$ cat src/rtl/stp_pkg.sv
/*
  Shared constants of the stepper driver serial link: word layout, counts, timing.
  Assumes a 100 MHz system clock on both ends.
*/
package stp_pkg;
  localparam int          CMD_W        = 12;
  localparam logic [11:0] CMD_RESET    = 12'h000;
  localparam int          MD_A_BIT     = 11;
  localparam int          CUR_A_LSB    = 7;
  localparam int          DIR_A_BIT    = 6;
  localparam int          MD_B_BIT     = 5;
  localparam int          CUR_B_LSB    = 1;
  localparam int          DIR_B_BIT    = 0;
  localparam logic [3:0]  CUR_OFF      = 4'h0;
  localparam logic [3:0]  BITS_FULL    = 4'hC;
  localparam int          OC_HITS      = 3;
  localparam logic [5:0]  OC_WIN_LAST  = 6'h3E;
  localparam logic [3:0]  OL_LIMIT     = 4'hE;
  localparam int          CLK_NS       = 10;
  localparam int          SCK_HALF_NS  = 100;
  localparam int          SCK_HALF_CYC = (SCK_HALF_NS + CLK_NS - 1) / CLK_NS;
  localparam int          EN_SETUP_NS  = 30000;
  localparam int          EN_SETUP_CYC = (EN_SETUP_NS + CLK_NS - 1) / CLK_NS;
  localparam logic [3:0]  ADDR_CTRL    = 4'h0;
  localparam logic [3:0]  ADDR_CMD     = 4'h4;
  localparam logic [3:0]  ADDR_STAT    = 4'h8;
  localparam logic [3:0]  ADDR_RX      = 4'hC;
  localparam int          STAT_BUSY    = 0;
  localparam int          STAT_DONE    = 1;
  localparam int          STAT_READY   = 2;
endpackage : stp_pkg

$ cat src/rtl/stp_link_if.sv
/*
  Serial link between the controller and the stepper driver.
  The data-out wire idles high when the driver does not drive it.
*/
`timescale 1ns/1ps
`default_nettype none
interface stp_link_if;
  logic sck;
  logic sdi;
  logic sdo;
  logic sdo_oe;
  logic chip_select_n;
  logic device_enable_n;
  logic sdo_line;

  assign sdo_line = sdo_oe ? sdo : 1'b1;

  modport dev  (input sck, sdi, chip_select_n, device_enable_n, output sdo, sdo_oe);
  modport host (output sck, sdi, chip_select_n, device_enable_n, input sdo_line);
endinterface : stp_link_if
`default_nettype wire

$ cat src/rtl/stp_device.sv
/*
  Serial control and status end of a two-coil stepper driver.
  Assumes the link pins are asynchronous to sys_clk; pwm_tick, osc_tick,
  oc_hit and pwm_off are one-cycle pulses from chopper logic on sys_clk.
*/
// The strobed register port and the placing of the registers were left to the implementer.
// Overview of operation
// - Sample input on rising, shift output after falling
// - Both words travel most significant bit first
// - Master gives at least twelve clocks
// - Extra bits emerge twelve clocks later
// - Chip select rise loads command register
// - Last twelve bits form the command
// - Enable held low while link used
// - Command bit fields per bridge
// - Decay one mixed; direction zero forward
// - Status word layout with constant one
// - Overcurrent: three hits in 63 cycles
// - Open load after fifteen idle oscillator cycles
// - Open load reads active during faults
// - Zero current: chopper off, open load zero
// - Both zero: clear overcurrent, enter standby
// - Reset or disable clears all registers
// - Current code is linear sixteenths
// - Logic undervoltage forces standby
// - Standby: gates off, then oscillator off
// - Software checks open load at low speed
// - Data out released when deselected
// - Short transfers are discarded
`timescale 1ns/1ps
`default_nettype none
module stp_device (
  input  wire logic       sys_clk,
  input  wire logic       resetn,
  stp_link_if.dev         lnk,
  input  wire logic [2:0] load_level_in,
  input  wire logic       overtemp_in,
  input  wire logic       prewarn_in,
  input  wire logic       vs_low_in,
  input  wire logic       vcc_low_in,
  input  wire logic       pwm_tick,
  input  wire logic [2:0] oc_hit,
  input  wire logic       osc_tick,
  input  wire logic [1:0] pwm_off,
  output logic            mixed_decay_a,
  output logic [3:0]      coil_current_a,
  output logic            bridge_a_direction,
  output logic            mixed_decay_b,
  output logic [3:0]      coil_current_b,
  output logic            bridge_b_direction,
  output logic [1:0]      chopper_on,
  output logic            gate_drive_en,
  output logic            osc_enable,
  output logic            standby
);
  // ------------------------------------------------------------
  // Input synchronisers
  // ------------------------------------------------------------
  logic [11:0] sync_q;
  logic        sck_s;
  logic        sdi_s;
  logic        csn_s;
  logic        enn_s;
  logic        ot_s;
  logic        temp_prewarning_s;
  logic        uv_s;
  logic        vcc_low_s;
  logic [2:0]  load_s;

  stp_sync #(.W(11), .RST(32'h0180)) u_sync (
    .sys_clk (sys_clk),
    .resetn  (resetn),
    .d       ({lnk.sck, lnk.sdi, lnk.chip_select_n, lnk.device_enable_n, overtemp_in,
               prewarn_in, vs_low_in, vcc_low_in, load_level_in}),
    .q       (sync_q[10:0])
  );

  assign sync_q[11] = 1'b0;
  assign {sck_s, sdi_s, csn_s, enn_s, ot_s, temp_prewarning_s, uv_s, vcc_low_s} = sync_q[10:3];
  assign load_s = sync_q[2:0];

  // ------------------------------------------------------------
  // Edge detection
  // ------------------------------------------------------------
  logic sck_d_reg;
  logic csn_d_reg;
  logic sck_rise;
  logic sck_fall;
  logic cs_fall;
  logic cs_rise;

  always_ff @(posedge sys_clk or negedge resetn)
  begin
    if (!resetn)
    begin
      sck_d_reg <= 1'b0;
      csn_d_reg <= 1'b1;
    end
    else
    begin
      sck_d_reg <= sck_s;
      csn_d_reg <= csn_s;
    end
  end

  assign sck_rise = sck_s & ~sck_d_reg & ~csn_s & ~enn_s;
  assign sck_fall = ~sck_s & sck_d_reg & ~csn_s & ~enn_s;
  assign cs_fall  = ~csn_s & csn_d_reg & ~enn_s;
  assign cs_rise  = csn_s & ~csn_d_reg & ~enn_s;

  // ------------------------------------------------------------
  // Shift register, bit count and data out
  // ------------------------------------------------------------
  logic [11:0] shift_reg;
  logic [3:0]  bit_cnt_reg;
  logic [11:0] status_word;
  logic        sdo_reg;
  logic        sdo_oe_reg;
  logic [2:0]  oc_flag_reg;
  logic [1:0]  ol_flag;

  assign status_word = {load_s, 1'b1, ot_s, temp_prewarning_s, uv_s, oc_flag_reg[2],
                        ol_flag[1], ol_flag[0], oc_flag_reg[1], oc_flag_reg[0]};

  always_ff @(posedge sys_clk or negedge resetn)
  begin
    if (!resetn)
      shift_reg <= stp_pkg::CMD_RESET;
    else if (enn_s)
      shift_reg <= stp_pkg::CMD_RESET;
    else if (cs_fall)
      shift_reg <= status_word;
    else if (sck_rise)
      shift_reg <= {shift_reg[10:0], sdi_s};
  end

  always_ff @(posedge sys_clk or negedge resetn)
  begin
    if (!resetn)
      bit_cnt_reg <= 4'h0;
    else if (enn_s || cs_fall)
      bit_cnt_reg <= 4'h0;
    else if (sck_rise && bit_cnt_reg != stp_pkg::BITS_FULL)
      bit_cnt_reg <= bit_cnt_reg + 4'h1;
  end

  always_ff @(posedge sys_clk or negedge resetn)
  begin
    if (!resetn)
    begin
      sdo_reg    <= 1'b0;
      sdo_oe_reg <= 1'b0;
    end
    else
    begin
      sdo_oe_reg <= ~csn_s & ~enn_s;
      if (enn_s)
        sdo_reg <= 1'b0;
      else if (cs_fall)
        sdo_reg <= status_word[11];
      else if (sck_fall)
        sdo_reg <= shift_reg[11];
    end
  end

  assign lnk.sdo    = sdo_reg;
  assign lnk.sdo_oe = sdo_oe_reg;

  // ------------------------------------------------------------
  // Command register and standby sequencing
  // ------------------------------------------------------------
  logic [11:0] cmd_reg;
  logic        cmd_take;
  logic        both_zero_take;
  logic        standby_now;

  assign cmd_take = cs_rise && bit_cnt_reg == stp_pkg::BITS_FULL;
  assign both_zero_take = cmd_take && shift_reg[10:7] == stp_pkg::CUR_OFF
                          && shift_reg[4:1] == stp_pkg::CUR_OFF;

  always_ff @(posedge sys_clk or negedge resetn)
  begin
    if (!resetn)
      cmd_reg <= stp_pkg::CMD_RESET;
    else if (enn_s)
      cmd_reg <= stp_pkg::CMD_RESET;
    else if (cmd_take)
      cmd_reg <= shift_reg;
  end

  // Current codes go out unchanged as sixteenth-step DAC settings.
  assign mixed_decay_a      = cmd_reg[stp_pkg::MD_A_BIT];
  assign coil_current_a     = cmd_reg[stp_pkg::CUR_A_LSB +: 4];
  assign bridge_a_direction = cmd_reg[stp_pkg::DIR_A_BIT];
  assign mixed_decay_b      = cmd_reg[stp_pkg::MD_B_BIT];
  assign coil_current_b     = cmd_reg[stp_pkg::CUR_B_LSB +: 4];
  assign bridge_b_direction = cmd_reg[stp_pkg::DIR_B_BIT];

  assign standby_now = enn_s | vcc_low_s
                       | (coil_current_a == stp_pkg::CUR_OFF
                          && coil_current_b == stp_pkg::CUR_OFF);

  always_ff @(posedge sys_clk or negedge resetn)
  begin
    if (!resetn)
    begin
      standby       <= 1'b1;
      gate_drive_en <= 1'b0;
      osc_enable    <= 1'b0;
      chopper_on    <= 2'b00;
    end
    else
    begin
      standby       <= standby_now;
      gate_drive_en <= ~standby_now;
      // Oscillator stops only once the gates were already off a cycle.
      osc_enable    <= ~standby_now | gate_drive_en;
      chopper_on[0] <= ~standby_now && coil_current_a != stp_pkg::CUR_OFF;
      chopper_on[1] <= ~standby_now && coil_current_b != stp_pkg::CUR_OFF;
    end
  end

  // ------------------------------------------------------------
  // Overcurrent flags: low side A, low side B, high side
  // ------------------------------------------------------------
  logic [5:0] win_reg;
  logic       win_end;

  assign win_end = pwm_tick && win_reg == stp_pkg::OC_WIN_LAST;

  always_ff @(posedge sys_clk or negedge resetn)
  begin
    if (!resetn)
      win_reg <= 6'h00;
    else if (enn_s || win_end)
      win_reg <= 6'h00;
    else if (pwm_tick)
      win_reg <= win_reg + 6'h01;
  end

  genvar gi;
  generate
    for (gi = 0; gi < 3; gi++)
    begin : g_oc
      logic [1:0] hits_reg;
      logic       hit;
      logic       set_flag;

      assign hit      = pwm_tick & oc_hit[gi];
      assign set_flag = hit && hits_reg == 2'(stp_pkg::OC_HITS - 1);

      always_ff @(posedge sys_clk or negedge resetn)
      begin
        if (!resetn)
          hits_reg <= 2'h0;
        else if (enn_s || win_end)
          hits_reg <= 2'h0;
        else if (hit && hits_reg != 2'(stp_pkg::OC_HITS - 1))
          hits_reg <= hits_reg + 2'h1;
      end

      always_ff @(posedge sys_clk or negedge resetn)
      begin
        if (!resetn)
          oc_flag_reg[gi] <= 1'b0;
        else if (enn_s)
          oc_flag_reg[gi] <= 1'b0;
        else if (set_flag)
          oc_flag_reg[gi] <= 1'b1;
        else if (both_zero_take)
          oc_flag_reg[gi] <= 1'b0;
      end
    end
  endgenerate

  // ------------------------------------------------------------
  // Open load detection per bridge
  // ------------------------------------------------------------
  logic [1:0] cur_on;

  assign cur_on = {coil_current_b != stp_pkg::CUR_OFF, coil_current_a != stp_pkg::CUR_OFF};

  generate
    for (gi = 0; gi < 2; gi++)
    begin : g_ol
      logic [3:0] idle_reg;

      always_ff @(posedge sys_clk or negedge resetn)
      begin
        if (!resetn)
          idle_reg <= 4'h0;
        else if (enn_s || !cur_on[gi] || pwm_off[gi])
          idle_reg <= 4'h0;
        else if (osc_tick && idle_reg <= stp_pkg::OL_LIMIT)
          idle_reg <= idle_reg + 4'h1;
      end

      assign ol_flag[gi] = cur_on[gi]
                           && (idle_reg > stp_pkg::OL_LIMIT
                               || |oc_flag_reg || uv_s || ot_s);
    end
  endgenerate
endmodule : stp_device
`default_nettype wire

$ cat src/rtl/stp_sync.sv
/*
  Two-flop synchroniser for a group of independent levels.
  Assumes each bit is a slow level or a clock far below sys_clk.
*/
`timescale 1ns/1ps
`default_nettype none
module stp_sync #(
  parameter int          W   = 1,
  parameter logic [31:0] RST = 32'h0
) (
  input  wire logic         sys_clk,
  input  wire logic         resetn,
  input  wire logic [W-1:0] d,
  output logic      [W-1:0] q
);
  logic [W-1:0] meta_reg;

  always_ff @(posedge sys_clk or negedge resetn)
  begin
    if (!resetn)
    begin
      meta_reg <= RST[W-1:0];
      q        <= RST[W-1:0];
    end
    else
    begin
      meta_reg <= d;
      q        <= meta_reg;
    end
  end
endmodule : stp_sync
`default_nettype wire

$ cat src/flat_wrapper.sv
// flat-port wrapper written by rule: the top's interface ports become plain ports
module stp_device_flat 
  (sys_clk, resetn, load_level_in, overtemp_in, prewarn_in, vs_low_in, vcc_low_in, pwm_tick, oc_hit, osc_tick, pwm_off, mixed_decay_a, coil_current_a, bridge_a_direction, mixed_decay_b, coil_current_b, bridge_b_direction, chopper_on, gate_drive_en, osc_enable, standby, lnk_sck, lnk_sdi, lnk_chip_select_n, lnk_device_enable_n, lnk_sdo, lnk_sdo_oe);
  stp_link_if lnk_i ();
  input  wire logic sys_clk;
  input  wire logic resetn;
  input  wire logic [2:0] load_level_in;
  input  wire logic overtemp_in;
  input  wire logic prewarn_in;
  input  wire logic vs_low_in;
  input  wire logic vcc_low_in;
  input  wire logic pwm_tick;
  input  wire logic [2:0] oc_hit;
  input  wire logic osc_tick;
  input  wire logic [1:0] pwm_off;
  output logic mixed_decay_a;
  output logic [3:0] coil_current_a;
  output logic bridge_a_direction;
  output logic mixed_decay_b;
  output logic [3:0] coil_current_b;
  output logic bridge_b_direction;
  output logic [1:0] chopper_on;
  output logic gate_drive_en;
  output logic osc_enable;
  output logic standby;
  input wire logic [$bits(lnk_i.sck)-1:0] lnk_sck;
  input wire logic [$bits(lnk_i.sdi)-1:0] lnk_sdi;
  input wire logic [$bits(lnk_i.chip_select_n)-1:0] lnk_chip_select_n;
  input wire logic [$bits(lnk_i.device_enable_n)-1:0] lnk_device_enable_n;
  output wire logic [$bits(lnk_i.sdo)-1:0] lnk_sdo;
  output wire logic [$bits(lnk_i.sdo_oe)-1:0] lnk_sdo_oe;
  assign lnk_i.sck = lnk_sck;
  assign lnk_i.sdi = lnk_sdi;
  assign lnk_i.chip_select_n = lnk_chip_select_n;
  assign lnk_i.device_enable_n = lnk_device_enable_n;
  assign lnk_sdo = lnk_i.sdo;
  assign lnk_sdo_oe = lnk_i.sdo_oe;
  stp_device u_core (.sys_clk(sys_clk), .resetn(resetn), .lnk(lnk_i), .load_level_in(load_level_in), .overtemp_in(overtemp_in), .prewarn_in(prewarn_in), .vs_low_in(vs_low_in), .vcc_low_in(vcc_low_in), .pwm_tick(pwm_tick), .oc_hit(oc_hit), .osc_tick(osc_tick), .pwm_off(pwm_off), .mixed_decay_a(mixed_decay_a), .coil_current_a(coil_current_a), .bridge_a_direction(bridge_a_direction), .mixed_decay_b(mixed_decay_b), .coil_current_b(coil_current_b), .bridge_b_direction(bridge_b_direction), .chopper_on(chopper_on), .gate_drive_en(gate_drive_en), .osc_enable(osc_enable), .standby(standby));
endmodule
$ cat config.mk
export PLATFORM = sky130hd
export DESIGN_NAME = stp_device_flat
export DESIGN_NICKNAME = d
export VERILOG_FILES = /design/src/rtl/stp_pkg.sv /design/src/rtl/stp_link_if.sv /design/src/rtl/stp_device.sv /design/src/rtl/stp_sync.sv /design/src/flat_wrapper.sv
export SDC_FILE = /design/constraint.sdc
export NUM_CORES = 1
export LEC_CHECK = 0
export BUFFER_PORTS_ARGS = -buffer_cell sky130_fd_sc_hd__buf_4
export CAP_MARGIN = 20
export CORE_ASPECT_RATIO = 1.5
export CORE_MARGIN = 2
export CORE_UTILIZATION = 58
export CTS_CLUSTER_SIZE = 8
export DETAILED_ROUTE_END_ITERATION = 10
export PLACE_DENSITY = 0.83
export SETUP_SLACK_MARGIN = 0.02
export SYNTH_ARGS = -nofsm -noshare
export SYNTH_HDL_FRONTEND = slang
export SYNTH_SLANG_ARGS = --single-unit
$ cat constraint.sdc
create_clock -name sys_clk -period 2 [get_ports sys_clk]
set_input_delay 0.3 -clock sys_clk [delete_from_list [all_inputs] [get_ports sys_clk]]
set_output_delay 0.3 -clock sys_clk [all_outputs]
set_load 0.01 [all_outputs]
# ---- Word-level counts from Yosys, hierarchy flattened
# Index checks and enable logic that the tools add are counted.
dict set report totals {
  register_bits 82
  input_bits 20
  out_inout_bits 19
  word_cells 146
}
dict set report classes {
  addsub 7
  n_lt_le_gt_ge 4
  n_eq_ne 9
  mux 29
  bitwise_logic 23
  reduce_logical 52
}
# op count
set op_table {}
lappend op_table {{$mux W12} 5}
lappend op_table {{$mux W4} 6}
lappend op_table {{$logic_and A1 B1 Y1} 18}
lappend op_table {{$logic_not A4 Y1} 4}
lappend op_table {{$reduce_bool A2 Y1} 8}
lappend op_table {{$reduce_bool A3 Y1} 5}
lappend op_table {{$and A1 B1 Y1} 14}
lappend op_table {{$add A4 B1 Y4 const B} 3}
lappend op_table {{$logic_or A1 B1 Y1} 12}
lappend op_table {{$mux W2} 6}
lappend op_table {{$mux W6} 2}
lappend op_table {{$mux W1} 10}
lappend op_table {{$gt A4 B4 Y1 const B} 2}
lappend op_table {{$le A4 B4 Y1 const B} 2}
lappend op_table {{$reduce_bool A4 Y1} 2}
lappend op_table {{$add A2 B1 Y2 const B} 3}
lappend op_table {{$add A6 B1 Y6 const B} 1}
lappend op_table {{$eq A2 B2 Y1 const B} 3}
lappend op_table {{$eq A6 B6 Y1 const B} 1}
lappend op_table {{$ne A2 B2 Y1 const B} 3}
lappend op_table {{$not A1 Y1} 6}
lappend op_table {{$eq A4 B4 Y1 const B} 1}
lappend op_table {{$ne A4 B4 Y1 const B} 1}
lappend op_table {{$or A1 B1 Y1} 3}
lappend op_table {{2 further kinds} 3}

# ---- Logic depth before layout (Yosys ltp)
dict set report logic_depth {
  word_depth 9
  mapped_depth 7
  depth_no_buf 5
}

# ---- Cells and area by module
# Synthesis repeated with hierarchy kept, for this count alone.
dict set report unflattened {
  hier_cells 305
  area_unflattened_um2 3345.7
}
# module instances cells_each area_per_inst_um2 seq_area_each_um2
set modules_own_cells {}
lappend modules_own_cells {stp_device 1 283 2790.2 1503.9}
lappend modules_own_cells {stp_sync 1 22 555.5 555.5}

# ---- Least setup slack after synthesis
# OpenSTA, ideal clock, no wires.
dict set report synth_timing {
  path_kind {register to register}
  start {register u_core.bit_cnt_reg[0]}
  end {register u_core.cmd_reg[7]}
  setup_ns 0.125
  t_arrival_ns 1.611
  required_time_ns 1.875
  slack_ns 0.264
  path_stages_with_launch 8
  n_path_buf 2
  period_less_slack_ns 1.736
  path_cell_list {dfrtp_1 inv_1 ha_1 and3_1 clkbuf_1 nand2_1 buf_2 mux2_2}
}
dict set report synth_between {
  elab_chain_cells 3
}
# element line
set synth_rtl {}
lappend synth_rtl {{start: declaration} stp_device.sv:115} ;# logic [3:0] bit_cnt_reg;
lappend synth_rtl {{start signal: assignment} stp_device.sv:144} ;# bit_cnt_reg <= bit_cnt_reg + 4'h1;
lappend synth_rtl {{$eq A4 B4 Y1} stp_device.sv:177} ;# assign cmd_take = cs_rise && bit_cnt_reg == stp_pkg::BITS_FULL;
lappend synth_rtl {{$logic_and A1 B1 Y1} stp_device.sv:177}
lappend synth_rtl {{$reduce_bool A2 Y1 (no source line)} -}
lappend synth_rtl {{end signal: assignment} stp_device.sv:184} ;# cmd_reg <= stp_pkg::CMD_RESET;
lappend synth_rtl {{end signal: assignment} stp_device.sv:186} ;# cmd_reg <= stp_pkg::CMD_RESET;
lappend synth_rtl {{end signal: assignment} stp_device.sv:188} ;# cmd_reg <= shift_reg;
lappend synth_rtl {{end: declaration} stp_device.sv:172} ;# logic [11:0] cmd_reg;
# Every way passes these cells.
# A chain may end at the register's enable or synchronous reset.

# ---- Final worst setup path
dict set report layout_timing {
  start {register u_core.u_sync.q[8]}
  end {register u_core.cmd_reg[8]}
}
dict set report layout_between {
  elab_chain_cells 4
}
# element line
set layout_rtl {}
lappend layout_rtl {{start: declaration} stp_sync.sv:14} ;# output logic [W-1:0] q
lappend layout_rtl {{start signal: assignment} stp_sync.sv:23} ;# q <= RST[W-1:0];
lappend layout_rtl {{start signal: assignment} stp_sync.sv:28} ;# q <= meta_reg;
lappend layout_rtl {{$and A1 B1 Y1 (2 in series)} stp_device.sv:109} ;# assign cs_rise = csn_s & ~csn_d_reg & ~enn_s;
lappend layout_rtl {{$logic_and A1 B1 Y1} stp_device.sv:177}
lappend layout_rtl {{$reduce_bool A2 Y1 (no source line)} -}
# Every way passes these cells.

==> metrics.yaml <==
placement:
  gp_congestion: 0.8740
  placed_area_um2: 3910
  post-dp-hpwl_mm: 4.689
  numPortBuffers: 38
floorplan:
  rows: 34
  core_um2: 5828
  start_util_pct: 60.43
  io_pins: 39
  die_width_um: 67.63
  fp.dieH_um: 99.44
  die_area_um2: 6725
pwr:
  p_comb_share_pct: 7.8
  ir_drop_v: 0.0005486
  p_int_w: 0.002320
  power_frac_seq_pct: 57.1
  leakage_nw: 2.007
  p_per_area_nw_per_um2: 751.7
  p_sw_w: 0.0007611
  switching_share_pct: 24.70
  p_clk_share_pct: 35.0
drt:
  wl_mm: 6.558
  first_pass_iters: 4
  vias: 2394
  via_per_inst: 5.646
  drtAntennaViolNets: 0
  drt_iter0_markers: 155
  wl_per_cell_um: 15.47
  post-route-drc-count: 0
synthesis:
  syn_nets: 336
  yosysWarnings: 0
  ys_async_sr_fraction_pct: 100.0
  synth-seq-cells: 82
  synth.distinct_cells: 41
  syn_area_um2: 3522
  syn_area_per_cell_um2: 11.55
  synthCells: 305
  synth_edf_count: 0
  yosysSeqAreaShare_pct: 58.47
  synth_flop_cell: "dfrtp_1"
finish:
  mostFrequentLayoutCells: "dfrtp_1, buf_4, inv_1"
  postLayoutCellArea_um2: 4099
  final_core_util_pct: 70.33
  final_common_cell: "dfrtp_1"
  fillCellCount: 428
  drive_gt1_share_pct: 20.74
  area_delta_synth_final_pct: 16.38
  antennaDiodeCount: 0
  final_nets: 378
sta:
  setup_violations: 0
  max_freq_mhz: 598.1
  finalHoldViolCount: 0
  max-slew-margin-rel_pct: 64.23
  period_share_pct: 83.60
  drv_slew: 0
  rsz0062_at_grt: "no"
  fin_worst_skew_ns: 0.01307
  setup_tns_ns: 0
  finalCriticalPeriod_ns: 1.672
  tightest_slew_ns: 0.5366
cts:
  cts_sinks: 82
  clk_pin_slew_ns: 0.09
  clk_latency_ns: 0.36
  cts-buffers-inserted: 9
  cts_tree: "yes"
  post_cts_resized: 0
  max-clock-path-buffers: 2
  h-tree-depth: 3
  post_cts_buffers: 0
  cts_root_buf: "clkbuf_8"
outcome:
  status: "complete, no violations"
global_route:
  grt_overflow: 0
  antenna_found_initial: 0
  grt_pass1_vias: 2394
  grt_pass1_wl_mm: 11.00
  grt_max_degree: 43
  grtUsageTotal_pct: 22.01
critical_path:
  worstSetupEndpointType: "register"
  crit_fanout: 8
  start_kind: "register"
  path_class: "register to register"
  required_ns: 2.24
  cp_data_arrival_time_ns: 1.92
flow_run:
  cap_violations: 0
hold_path:
  hp-class: "input port to register"
timing repair:
action | in CTS | in global routing
hold endpoints to repair | 35 | 0
hold buffers | 1 | 0
endpoints found under the setup margin | 0 | 0
synthesized netlist by cell type (2+ instances only):
cell type,count,area (um^2)
nand3_1,8,40.04
nor2b_1,5,31.28
or4_1,3,22.52
mux2_2,3,33.78
nand3b_1,5,37.54
and4b_1,2,20.02
nor3b_1,2,15.01
a2bb2oi_1,8,70.07
buf_2,3,15.01
xnor2_1,4,35.03
o311ai_0,2,17.52
inv_1,26,97.59
dfrtp_1,76,1902
dfstp_2,6,157.7
nor4b_1,2,17.52
and2_1,3,18.77
o21ai_0,10,50.05
mux2i_1,16,160.2
ha_1,11,137.6
nor3_1,2,10.01
nand4_1,3,18.77
a32o_1,3,30.03
o31ai_1,4,30.03
nand2b_1,10,62.56
a211o_1,8,70.07
a211oi_1,4,30.03
nand2_1,14,52.55
or3_1,9,56.30
buf_6,2,22.52
nor2_1,17,63.81
a21oi_1,11,55.05
clkbuf_1,11,41.29
nor4_1,2,12.51
xor2_1,3,26.28
path summary, 6_finish.rpt:
check | depth (start not counted) | slack (ns) | endpoint | from
max | 4 | 0.33 | u_core.cmd_reg[8] | u_core.u_sync.q[8]
min | 1 | 0.04 | u_core.u_sync.meta_reg[3] | vcc_low_in
max reg2reg | 4 | 0.33 | u_core.cmd_reg[8] | u_core.u_sync.q[8]
min reg2reg | 0 | 0.34 | u_core.u_sync.q[6] | u_core.u_sync.meta_reg[6]
max in group asynchronous | 3 | 0.93 | u_core.u_sync.q[5] | resetn
min in group asynchronous | 2 | 0.47 | u_core.cmd_reg[11] | resetn
stage by stage:
step                      total power [W]  worst slack, ns  std cells  hold slack [ns]
final                            0.003081           0.3279        424          0.04339
after global routing             0.003218           0.1978        424          0.02421
after floorplan                  0.001919           0.2642        305         0.004409
after detailed placement         0.002035           0.3396        407           0.3196
after CTS                        0.003110           0.3263        424          0.03482
after global placement           0.002025           0.3712        407           0.3116
worst max-delay path, stage by stage, from the launching register on:
cell and delay [ns]:
dfstp_2 0.60, nor3b_1 0.28, nand2_1 0.30, buf_4 0.26, mux2i_1 0.12
final cells by class:
class	instances	area, um^2	share of cell area, %
timing repair buffer	47	380.4	9.280
inverter	26	97.59	2.381
clock inverter	5	37.54	0.9158
sequential	82	2059	50.24
multi-input combinational	181	1292	31.53
tap	72	90.09	2.198
clock buffer	11	141.4	3.449
cells by family after synthesis:
group                    synth area share, %
AND/OR/NAND/NOR                        14.35
XOR/XNOR                               1.741
adder cells (fa/ha/maj)                3.908
buffers and inverters                  5.009
flip-flops                             58.47
multiplexers                           5.506
AO/OA/AOI/OAI                          11.01
layer usage:
layer / part of all wire [%] / global-route usage (%)
met1: 41 / 26.36
met2: 53 / 36.43
met3: 3.9 / 5.090
met4: 2.6 / 10.83
met5: 0 / 0
power by group through the flow:
stage | combinational, W | sequential (W) | clock, W
6_report | 0.000241 | 0.00176 | 0.00108
5_1_grt | 0.000271 | 0.00177 | 0.00118
4_1_cts | 0.000246 | 0.00176 | 0.00110
3_5_place_dp | 0.000243 | 0.00179 | 0
3_3_place_gp | 0.000235 | 0.00179 | 0
2_1_floorplan | 0.000140 | 0.00178 | 0
Power figures use the tool's default switching activity.
